`src/tc8_pkg.sv`:
```
// What this block does
// Counter write blocks matches in next tick.
// Software avoids writing count equal to match.
// Software presets wave output before pin direction.
// Wave output keeps value; reset clears it.
// Action bits act from next match, unbuffered.
// Nonzero action replaces port value with wave.
// Wave visible only when pin direction output.
// Action zero leaves wave output unchanged.
// Force strobe applies action immediately, non-PWM.
// Action bits never change the count sequence.
// Normal mode counts up, wrapping ff to 00.
// Normal overflow flag set as count hits zero.
// Clear-on-match returns count to zero at A.
// Match A unbuffered; lower value wraps first.
// Clear-on-match sets flag A at top.
// Action one toggles output on every match.
// Toggle rate is tick over 2(1+A).
// Clear-on-match overflow set passing max to 00.
// Match flag set one tick later; write-one clears.
// Force sets no flag, keeps counter untouched.
// Counter write beats clear and count.
// Action two clears, three sets output.
package tc8_pkg;

  // ------------------------------------------------------------------
  // Register byte offsets
  // ------------------------------------------------------------------
  localparam logic [7:0] CTRL_OFS    = 8'h00;
  localparam logic [7:0] COUNT_OFS   = 8'h04;
  localparam logic [7:0] MATCH_A_OFS = 8'h08;
  localparam logic [7:0] MATCH_B_OFS = 8'h0c;
  localparam logic [7:0] FLAG_OFS    = 8'h10;
  localparam logic [7:0] FORCE_OFS   = 8'h14;
  localparam logic [7:0] PORT_OFS    = 8'h18;

  // ------------------------------------------------------------------
  // Field positions and reset values
  // ------------------------------------------------------------------
  localparam int         FLAG_OVF_BIT = 0;
  localparam int         FLAG_MA_BIT  = 1;
  localparam int         FLAG_MB_BIT  = 2;
  localparam int         FORCE_A_BIT  = 0;
  localparam int         FORCE_B_BIT  = 1;
  localparam int         PORT_PIN_LSB = 8;
  localparam logic [7:0] COUNT_RST    = 8'h00;
  localparam logic [7:0] MATCH_RST    = 8'h00;
  localparam logic [7:0] CTRL_RST     = 8'h00;
  localparam logic [2:0] FLAG_RST     = 3'h0;
  localparam logic [3:0] PORT_RST     = 4'h0;
  localparam logic       WAVE_RST     = 1'b0;

  // ------------------------------------------------------------------
  // Counter limits, mode and action codes
  // ------------------------------------------------------------------
  localparam logic [7:0] COUNT_MAX    = 8'hff;
  localparam logic [7:0] COUNT_BOTTOM = 8'h00;
  localparam logic [2:0] WGM_NORMAL   = 3'h0;
  localparam logic [2:0] WGM_CLEAR    = 3'h2;
  localparam logic [1:0] ACT_NONE     = 2'h0;
  localparam logic [1:0] ACT_TOGGLE   = 2'h1;
  localparam logic [1:0] ACT_CLEAR    = 2'h2;
  localparam logic [1:0] ACT_SET      = 2'h3;

  typedef struct packed {
    logic [1:0] out_action_b;
    logic [1:0] out_action_a;
    logic       rsvd;
    logic [2:0] wave_gen_sel;
  } ctrl_s;

  typedef struct packed {
    logic [1:0] dir;
    logic [1:0] val;
  } port_s;

  function automatic logic non_pwm(input logic [2:0] mode);
    return (mode == WGM_NORMAL) || (mode == WGM_CLEAR);
  endfunction

  function automatic logic hit(input logic [7:0] addr, input logic [7:0] ofs);
    return addr == ofs;
  endfunction

endpackage

```
`src/tc8_wave_unit.sv`:
```
module tc8_wave_unit (
  input  wire logic       pclk,
  input  wire logic       presetn,
  input  wire logic       ce,
  input  wire logic [2:0] wave_gen_sel,
  input  wire logic [1:0] out_action,
  input  wire logic       match_ev,
  input  wire logic       force_ev,
  output logic            wave_out
);

  logic wave_reg;
  logic wave_next;
  logic act;

  // ------------------------------------------------------------------
  // Output action
  // ------------------------------------------------------------------
  // The action code is read live, so a new code takes hold at the very next event.
  always_comb begin
    act       = (match_ev | force_ev) & tc8_pkg::non_pwm(wave_gen_sel);
    wave_next = wave_reg;
    if (act) begin
      case (out_action)
        tc8_pkg::ACT_TOGGLE: wave_next = ~wave_reg;
        tc8_pkg::ACT_CLEAR:  wave_next = 1'b0;
        tc8_pkg::ACT_SET:    wave_next = 1'b1;
        default:             wave_next = wave_reg;
      endcase
    end
  end

  // A mode change has no path into this register, so the level survives it.
  always_ff @(posedge pclk or negedge presetn) begin
    if (!presetn) begin
      wave_reg <= tc8_pkg::WAVE_RST;
    end else if (ce) begin
      wave_reg <= wave_next;
    end
  end

  assign wave_out = wave_reg;
endmodule // tc8_wave_unit

```
`src/timer8_compare_output_normal_ctc.sv`:
```
module timer8_compare_output_normal_ctc (
  input  wire logic        pclk,
  input  wire logic        presetn,
  input  wire logic        ce,
  input  wire logic        timer_tick,
  input  wire logic        psel,
  input  wire logic        penable,
  input  wire logic        pwrite,
  input  wire logic [7:0]  paddr,
  input  wire logic [31:0] pwdata,
  output logic      [31:0] prdata,
  output logic             pready,
  output logic             pslverr,
  input  wire logic [1:0]  pin_in,
  output logic      [1:0]  pin_out,
  output logic      [1:0]  pin_oe
);

  // ------------------------------------------------------------------
  // Declarations
  // ------------------------------------------------------------------
  tc8_pkg::ctrl_s ctrl_reg;
  tc8_pkg::port_s port_reg;
  logic [7:0]     count_reg;
  logic [7:0]     count_next;
  logic [7:0]     match_a_reg;
  logic [7:0]     match_b_reg;
  logic [2:0]     flag_reg;
  logic [2:0]     flag_next;
  logic [2:0]     flag_set;
  logic [2:0]     flag_clr;
  logic           block_reg;
  logic           block_next;
  logic           wr_seen_reg;
  logic [1:0]     pin_meta_reg;
  logic [1:0]     pin_sync_reg;
  logic [1:0]     pin_out_reg;
  logic [1:0]     pin_oe_reg;
  logic [31:0]    prdata_reg;
  logic [31:0]    rd_word;
  logic           mapped;
  logic           wr_en;
  logic           rd_setup;
  logic           cnt_wr;
  logic           tick;
  logic           clr_mode;
  logic           match_a;
  logic           match_b;
  logic           top_clear;
  logic           wrap;
  logic           force_a;
  logic           force_b;
  logic           wave_a;
  logic           wave_b;
  logic [1:0]     wave_pin;

  // ------------------------------------------------------------------
  // Bus decode
  // ------------------------------------------------------------------
  // While the clock enable is low the slave stalls the bus, so no write is
  // lost in a frozen cycle.
  assign pready   = ce;
  assign wr_en    = psel & penable & pwrite & ce;
  assign rd_setup = psel & ~penable & ~pwrite & ce;
  assign cnt_wr   = wr_en & tc8_pkg::hit(paddr, tc8_pkg::COUNT_OFS);

  always_comb begin
    mapped = tc8_pkg::hit(paddr, tc8_pkg::CTRL_OFS)
           | tc8_pkg::hit(paddr, tc8_pkg::COUNT_OFS)
           | tc8_pkg::hit(paddr, tc8_pkg::MATCH_A_OFS)
           | tc8_pkg::hit(paddr, tc8_pkg::MATCH_B_OFS)
           | tc8_pkg::hit(paddr, tc8_pkg::FLAG_OFS)
           | tc8_pkg::hit(paddr, tc8_pkg::FORCE_OFS)
           | tc8_pkg::hit(paddr, tc8_pkg::PORT_OFS);
  end

  assign pslverr = psel & penable & ~mapped;

  always_comb begin
    rd_word = 32'h0000_0000;
    case (paddr)
      tc8_pkg::CTRL_OFS:    rd_word[7:0] = ctrl_reg;
      tc8_pkg::COUNT_OFS:   rd_word[7:0] = count_reg;
      tc8_pkg::MATCH_A_OFS: rd_word[7:0] = match_a_reg;
      tc8_pkg::MATCH_B_OFS: rd_word[7:0] = match_b_reg;
      tc8_pkg::FLAG_OFS:    rd_word[2:0] = flag_reg;
      tc8_pkg::PORT_OFS: begin
        rd_word[3:0] = port_reg;
        rd_word[tc8_pkg::PORT_PIN_LSB +: 2] = pin_sync_reg;
      end
      default:              rd_word = 32'h0000_0000;
    endcase
  end

  // Read data is captured in the setup phase so that it comes from a flop.
  always_ff @(posedge pclk or negedge presetn) begin
    if (!presetn) begin
      prdata_reg <= 32'h0000_0000;
    end else if (rd_setup) begin
      prdata_reg <= rd_word;
    end
  end

  assign prdata = prdata_reg;

  // ------------------------------------------------------------------
  // Control, compare and port registers
  // ------------------------------------------------------------------
  // Action bits land here directly; nothing holds them back for a period end.
  always_ff @(posedge pclk or negedge presetn) begin
    if (!presetn) begin
      ctrl_reg <= tc8_pkg::CTRL_RST;
    end else if (wr_en && tc8_pkg::hit(paddr, tc8_pkg::CTRL_OFS)) begin
      ctrl_reg <= pwdata[7:0];
    end
  end

  // Compare values are unbuffered in both supported modes.
  always_ff @(posedge pclk or negedge presetn) begin
    if (!presetn) begin
      match_a_reg <= tc8_pkg::MATCH_RST;
      match_b_reg <= tc8_pkg::MATCH_RST;
    end else if (wr_en) begin
      if (tc8_pkg::hit(paddr, tc8_pkg::MATCH_A_OFS)) begin
        match_a_reg <= pwdata[7:0];
      end
      if (tc8_pkg::hit(paddr, tc8_pkg::MATCH_B_OFS)) begin
        match_b_reg <= pwdata[7:0];
      end
    end
  end

  always_ff @(posedge pclk or negedge presetn) begin
    if (!presetn) begin
      port_reg <= tc8_pkg::PORT_RST;
    end else if (wr_en && tc8_pkg::hit(paddr, tc8_pkg::PORT_OFS)) begin
      port_reg <= pwdata[3:0];
    end
  end

  // ------------------------------------------------------------------
  // Counter
  // ------------------------------------------------------------------
  assign tick    = timer_tick & ce;
  assign clr_mode  = ctrl_reg.wave_gen_sel == tc8_pkg::WGM_CLEAR;
  // Only the mode bits steer the sequence; action bits never reach here.
  assign match_a   = tick & ~block_reg & (count_reg == match_a_reg);
  assign match_b   = tick & ~block_reg & (count_reg == match_b_reg);
  assign top_clear = match_a & clr_mode;
  assign wrap      = tick & ~cnt_wr & (count_reg == tc8_pkg::COUNT_MAX);

  // A match A below the count is passed by, so the count runs on to the
  // top and wraps before it can meet it again.
  always_comb begin
    count_next = count_reg;
    if (cnt_wr) begin
      count_next = pwdata[7:0];
    end else if (top_clear) begin
      count_next = tc8_pkg::COUNT_BOTTOM;
    end else if (tick) begin
      count_next = count_reg + 8'h01;
    end
  end

  always_ff @(posedge pclk or negedge presetn) begin
    if (!presetn) begin
      count_reg <= tc8_pkg::COUNT_RST;
    end else if (ce) begin
      count_reg <= count_next;
    end
  end

  // The block stays armed until a tick arrives, however long the timer sits
  // stopped, and that one tick sees no match.
  always_comb begin
    block_next = block_reg;
    if (cnt_wr) begin
      block_next = 1'b1;
    end else if (tick) begin
      block_next = 1'b0;
    end
  end

  always_ff @(posedge pclk or negedge presetn) begin
    if (!presetn) begin
      block_reg <= 1'b0;
    end else if (ce) begin
      block_reg <= block_next;
    end
  end

  // ------------------------------------------------------------------
  // Flags
  // ------------------------------------------------------------------
  // The match flags set at the tick after the equality has stood for a
  // whole tick period; a set in the clearing cycle wins.
  always_comb begin
    flag_set = 3'h0;
    flag_clr = 3'h0;
    flag_set[tc8_pkg::FLAG_OVF_BIT] = wrap;
    flag_set[tc8_pkg::FLAG_MA_BIT]  = match_a;
    flag_set[tc8_pkg::FLAG_MB_BIT]  = match_b;
    if (wr_en && tc8_pkg::hit(paddr, tc8_pkg::FLAG_OFS)) begin
      flag_clr = pwdata[2:0];
    end
    flag_next = (flag_reg & ~flag_clr) | flag_set;
  end

  always_ff @(posedge pclk or negedge presetn) begin
    if (!presetn) begin
      flag_reg <= tc8_pkg::FLAG_RST;
    end else if (ce) begin
      flag_reg <= flag_next;
    end
  end

  // ------------------------------------------------------------------
  // Waveform outputs and pins
  // ------------------------------------------------------------------
  // Force strobes feed only the wave units, never the flags or the counter.
  assign force_a = wr_en & tc8_pkg::hit(paddr, tc8_pkg::FORCE_OFS)
                 & pwdata[tc8_pkg::FORCE_A_BIT];
  assign force_b = wr_en & tc8_pkg::hit(paddr, tc8_pkg::FORCE_OFS)
                 & pwdata[tc8_pkg::FORCE_B_BIT];

  tc8_wave_unit u_wave_a (
    .pclk         (pclk),
    .presetn      (presetn),
    .ce           (ce),
    .wave_gen_sel (ctrl_reg.wave_gen_sel),
    .out_action   (ctrl_reg.out_action_a),
    .match_ev     (match_a),
    .force_ev     (force_a),
    .wave_out     (wave_a)
  );

  tc8_wave_unit u_wave_b (
    .pclk         (pclk),
    .presetn      (presetn),
    .ce           (ce),
    .wave_gen_sel (ctrl_reg.wave_gen_sel),
    .out_action   (ctrl_reg.out_action_b),
    .match_ev     (match_b),
    .force_ev     (force_b),
    .wave_out     (wave_b)
  );

  // The override ignores the mode; the pin enable stays with the direction bit.
  always_comb begin
    wave_pin[0] = (ctrl_reg.out_action_a != tc8_pkg::ACT_NONE) ? wave_a : port_reg.val[0];
    wave_pin[1] = (ctrl_reg.out_action_b != tc8_pkg::ACT_NONE) ? wave_b : port_reg.val[1];
  end

  always_ff @(posedge pclk or negedge presetn) begin
    if (!presetn) begin
      pin_out_reg <= 2'h0;
      pin_oe_reg  <= 2'h0;
    end else if (ce) begin
      pin_out_reg <= wave_pin;
      pin_oe_reg  <= port_reg.dir;
    end
  end

  assign pin_out = pin_out_reg;
  assign pin_oe  = pin_oe_reg;

  // Pin levels come from outside the clock domain and are synchronised.
  always_ff @(posedge pclk or negedge presetn) begin
    if (!presetn) begin
      pin_meta_reg <= 2'h0;
      pin_sync_reg <= 2'h0;
    end else if (ce) begin
      pin_meta_reg <= pin_in;
      pin_sync_reg <= pin_meta_reg;
    end
  end

  // ------------------------------------------------------------------
  // Checks
  // ------------------------------------------------------------------
  always_ff @(posedge pclk or negedge presetn) begin
    if (!presetn) begin
      wr_seen_reg <= 1'b0;
    end else if (ce && (cnt_wr || tick)) begin
      wr_seen_reg <= cnt_wr;
    end
  end
endmodule // timer8_compare_output_normal_ctc

```
`config.mk`:
```
export PLATFORM = sky130hd
export DESIGN_NAME = timer8_compare_output_normal_ctc
export DESIGN_NICKNAME = d
export VERILOG_FILES = /design/src/tc8_pkg.sv /design/src/tc8_wave_unit.sv /design/src/timer8_compare_output_normal_ctc.sv
export SDC_FILE = /design/constraint.sdc
export NUM_CORES = 1
export LEC_CHECK = 0
export ABC_AREA = 1
export BUFFER_PORTS_ARGS = -buffer_cell sky130_fd_sc_hd__buf_2
export CAP_MARGIN = 5
export CORE_MARGIN = 10
export CORE_UTILIZATION = 50
export CTS_BUF_LIST = sky130_fd_sc_hd__clkbuf_4
export DETAILED_ROUTE_END_ITERATION = 10
export GPL_ROUTABILITY_DRIVEN = 1
export PLACE_DENSITY = 0.77
export SYNTH_ARGS = -nofsm -noshare
export SYNTH_HDL_FRONTEND = slang
export SYNTH_SLANG_ARGS = --single-unit
```
`constraint.sdc`:
```
create_clock -name pclk -period 1.6 [get_ports pclk]
set_clock_uncertainty 0.2 [all_clocks]
set_input_delay 0.16 -clock pclk [delete_from_list [all_inputs] [get_ports pclk]]
set_output_delay 0.16 -clock pclk [all_outputs]
set_load 0.01 [all_outputs]
```
==> flow_summary.yaml <==
routing:
  viasPerCell: 5.09
  ant_nets: 0
  wl_per_cell_um: 14.6
  drc_errors: 0
  drt_wl_total_um: 9870
  vias: 3433
  drt-pass1-iter-count: 6
  dr.first_iter.drc_count: 274
power_and_ir_drop:
  p_seq_share_pct: 43.7
  p_comb_share_pct: 28.6
  clkPwrFrac_pct: 27.7
  cellPowerDensity_nw_per_um2: 854
  leakage_uw: 0.00236
  sw_frac_of_total_pct: 33.1
  p_switching_uw: 1280
  ir_drop_mv: 0.439
  p_int_uw: 2590
  power_uw: 3880
final_layout:
  area_growth_pct: 27.4
  drive_above_1_share_pct: 28.3
  antenna_cells: 0
  largest_reg_flops: 10
  fin_util_pct: 66.1
  fin_nets: 624
clock_network:
  cts_buffers: 9
  cts.sinks: 60
  cts_buffer_depth: 2
  tritoncts: "yes"
  clockRootBuffer: "clkbuf_4"
  cts.clk_slew.worst_paths_ps: 110
  htreeDepth: 3
  clkLatencyLatePin_ps: 430
hold_path:
  hold_path_depth: 4
  min_path_type: "primary input to flop"
run:
  maxCapViolCount: 0
timing:
  period_needed_ps: 1690
  drv_slew: 0
  max_freq_mhz: 592
  setup_viol_count_final: 10
  rsz0062_at_grt: "true"
  post-route-period-util_pct: 106
  setup_slack_ps: -89.1
  hold_slack_ps: -27.7
  hold_violations: 1
global_routing:
  overflow: 0
  grt_max_degree: 61
  grt_pass1_wl_um: 15500
  grt_pass1_vias: 3268
  antenna_found_initial: 0
  track_usage_pct: 17.5
placement:
  place_ws_ps: -83.6
  dp_hpwl_um: 6870
  io_buffers: 40
  gp_congestion: 0.979
logic_synthesis:
  synthCells: 473
  yosysSeqAreaShare_pct: 42.1
  synth_edf_count: 0
  post_synth_num_cell_types: 37
  ys_async_sr_fraction_pct: 100
  ys_warn_count: 0
  syn_area_um2: 3560
  ys_ff_latch: 60
  synth_ff_type: "dfrtp_1"
  synth.avg_cell_area_um2: 7.53
status:
  violations: "hold timing, setup timing"
  outcome: "complete, but fails checks"
critical_path:
  worstPathArrival_ps: 1820
  crit_fanout: 8
  r2r_cells: 8
  required_ps: 1730
  worst-setup-path-type: "flop to flop"
  critPathCaptureType: "flop"
  cp-start-kind: "flop"
floorplanning:
  dieWidth_um: 104
  fp.dieArea_um2: 10900
  io_pins: 87
  coreArea_um2: 6870
  die_y_um: 104
  num_rows: 30
  initial_core_util_pct: 51.9
## synth_stat cells, types with 2 or more instances
cell type	count	share of area, %
o31ai_1	3	0.63
inv_1	39	4.1
inv_2	7	0.74
o21ai_2	8	2.0
a21oi_1	4	0.56
nor2_1	28	3.0
nor2_2	3	0.53
xnor2_1	10	2.5
buf_6	2	0.63
o21ai_0	12	1.7
nand2_2	4	0.70
nand4_1	3	0.53
nor3_1	2	0.28
o21ai_1	31	4.4
nand2_4	2	0.63
nor2_4	5	1.6
nand2_1	171	18
nor3_2	2	0.56
dfrtp_1	60	42
nand3_2	2	0.56
buf_2	6	0.84
nand3_1	28	3.9
buf_4	23	4.8
xor2_1	4	0.98
nand3_4	2	0.98
## routing by layer
layer	track usage (%)	share of wire (%)	up-vias
met5	0	0	-
met4	9.54	4.1	0
met3	5.08	9.4	40
met2	27.7	46	180
met1	20.8	41	1569
li1	-	-	1644
## path summary, 6_finish.rpt
kind | startpoint | endpoint | slack [ps]
min in group asynchronous | presetn | match_a_reg[5] | 40
max in group asynchronous | presetn | count_reg[0] | 860
setup reg to reg | count_reg[1] | count_reg[6] | -90
hold / removal | ce | pin_oe[1] | -30
hold reg to reg | pin_oe[1] | pin_oe[1] | 280
setup / recovery | count_reg[1] | count_reg[6] | -90
## placed cells by master, fill, tap and decap left out, types with 5 or more instances in the layout
cell | synthesis | final
o21ai_1 | 31 | 30
xnor2_1 | 10 | 10
dlygate4sd3_1 | 0 | 17
nand2_2 | 4 | 9
inv_2 | 7 | 9
nand3_1 | 28 | 17
dfrtp_1 | 60 | 56
buf_2 | 6 | 40
o21ai_2 | 8 | 9
nand3_2 | 2 | 10
clkbuf_4 | 0 | 10
inv_1 | 39 | 37
nor2_1 | 28 | 26
buf_4 | 23 | 39
o21ai_0 | 12 | 12
nand2_1 | 171 | 166
nand3_4 | 2 | 5
conb_1 | 1 | 22
nor2_4 | 5 | 8
## power groups by stage
stage | sequential (µW) | clock [µW] | combinational, µW
3_3_place_gp | 1720 | 0 | 771
3_5_place_dp | 1720 | 0 | 791
4_1_cts | 1680 | 1070 | 957
6_report | 1700 | 1070 | 1110
2_1_floorplan | 1690 | 0 | 541
5_1_grt | 1710 | 1140 | 1200
## worst max-delay path: stages (launching register included)
cell,delay (ps)
dfrtp_2,460
xnor2_1,140
nand2_1,150
nor2_4,160
nand3_4,180
nand3_2,120
nand2_1,60
nand2_1,50
nand2_1,50
## repair_timing
item | in CTS | in global routing
setup buffers | 5 | 3
pin swaps | 10 | 18
endpoints found under the setup margin | 11 | 15
gates resized for setup | 12 | 28
hold buffers | 17 | 1
hold endpoints to repair | 106 | 2
## stage by stage
step	hold slack, ps	TNS [ps]	instances	area (µm²)
6_report	-27.7	-671	675	4540
5_1_grt	2.43	-1500	675	4540
4_1_cts	62.2	-368	673	4410
3_5_place_dp	-8.78	-675	635	4020
3_3_place_gp	-10.6	-297	635	4020
2_1_floorplan	-336	0	494	3640
## kinds of logic (layout without fill, tap and decap cells)
kind of cell             count (synthesis)  count (layout)  share of synthesized area [%]
AO/OA/AOI/OAI                           59              59                           9.41
XOR/XNOR                                14              14                           3.44
adder cells (fa/ha/maj)                  1               1                          0.351
buffers and inverters                   80             165                           11.5
flip-flops                              60              60                           42.1
other                                    1              22                          0.105
AND/OR/NAND/NOR                        258             258                           33.0
## area by class of cell
class                   count  area [µm²]
inverters                  48         181
multi-input cells         354        1870
clock inverters             6        55.1
clock buffers              10        75.1
repair buffers            101         728
flip-flops and latches     60        1510
fillers                   545        2330
well taps                  96         120
Note: power is estimated with default switching activity, not from simulation.
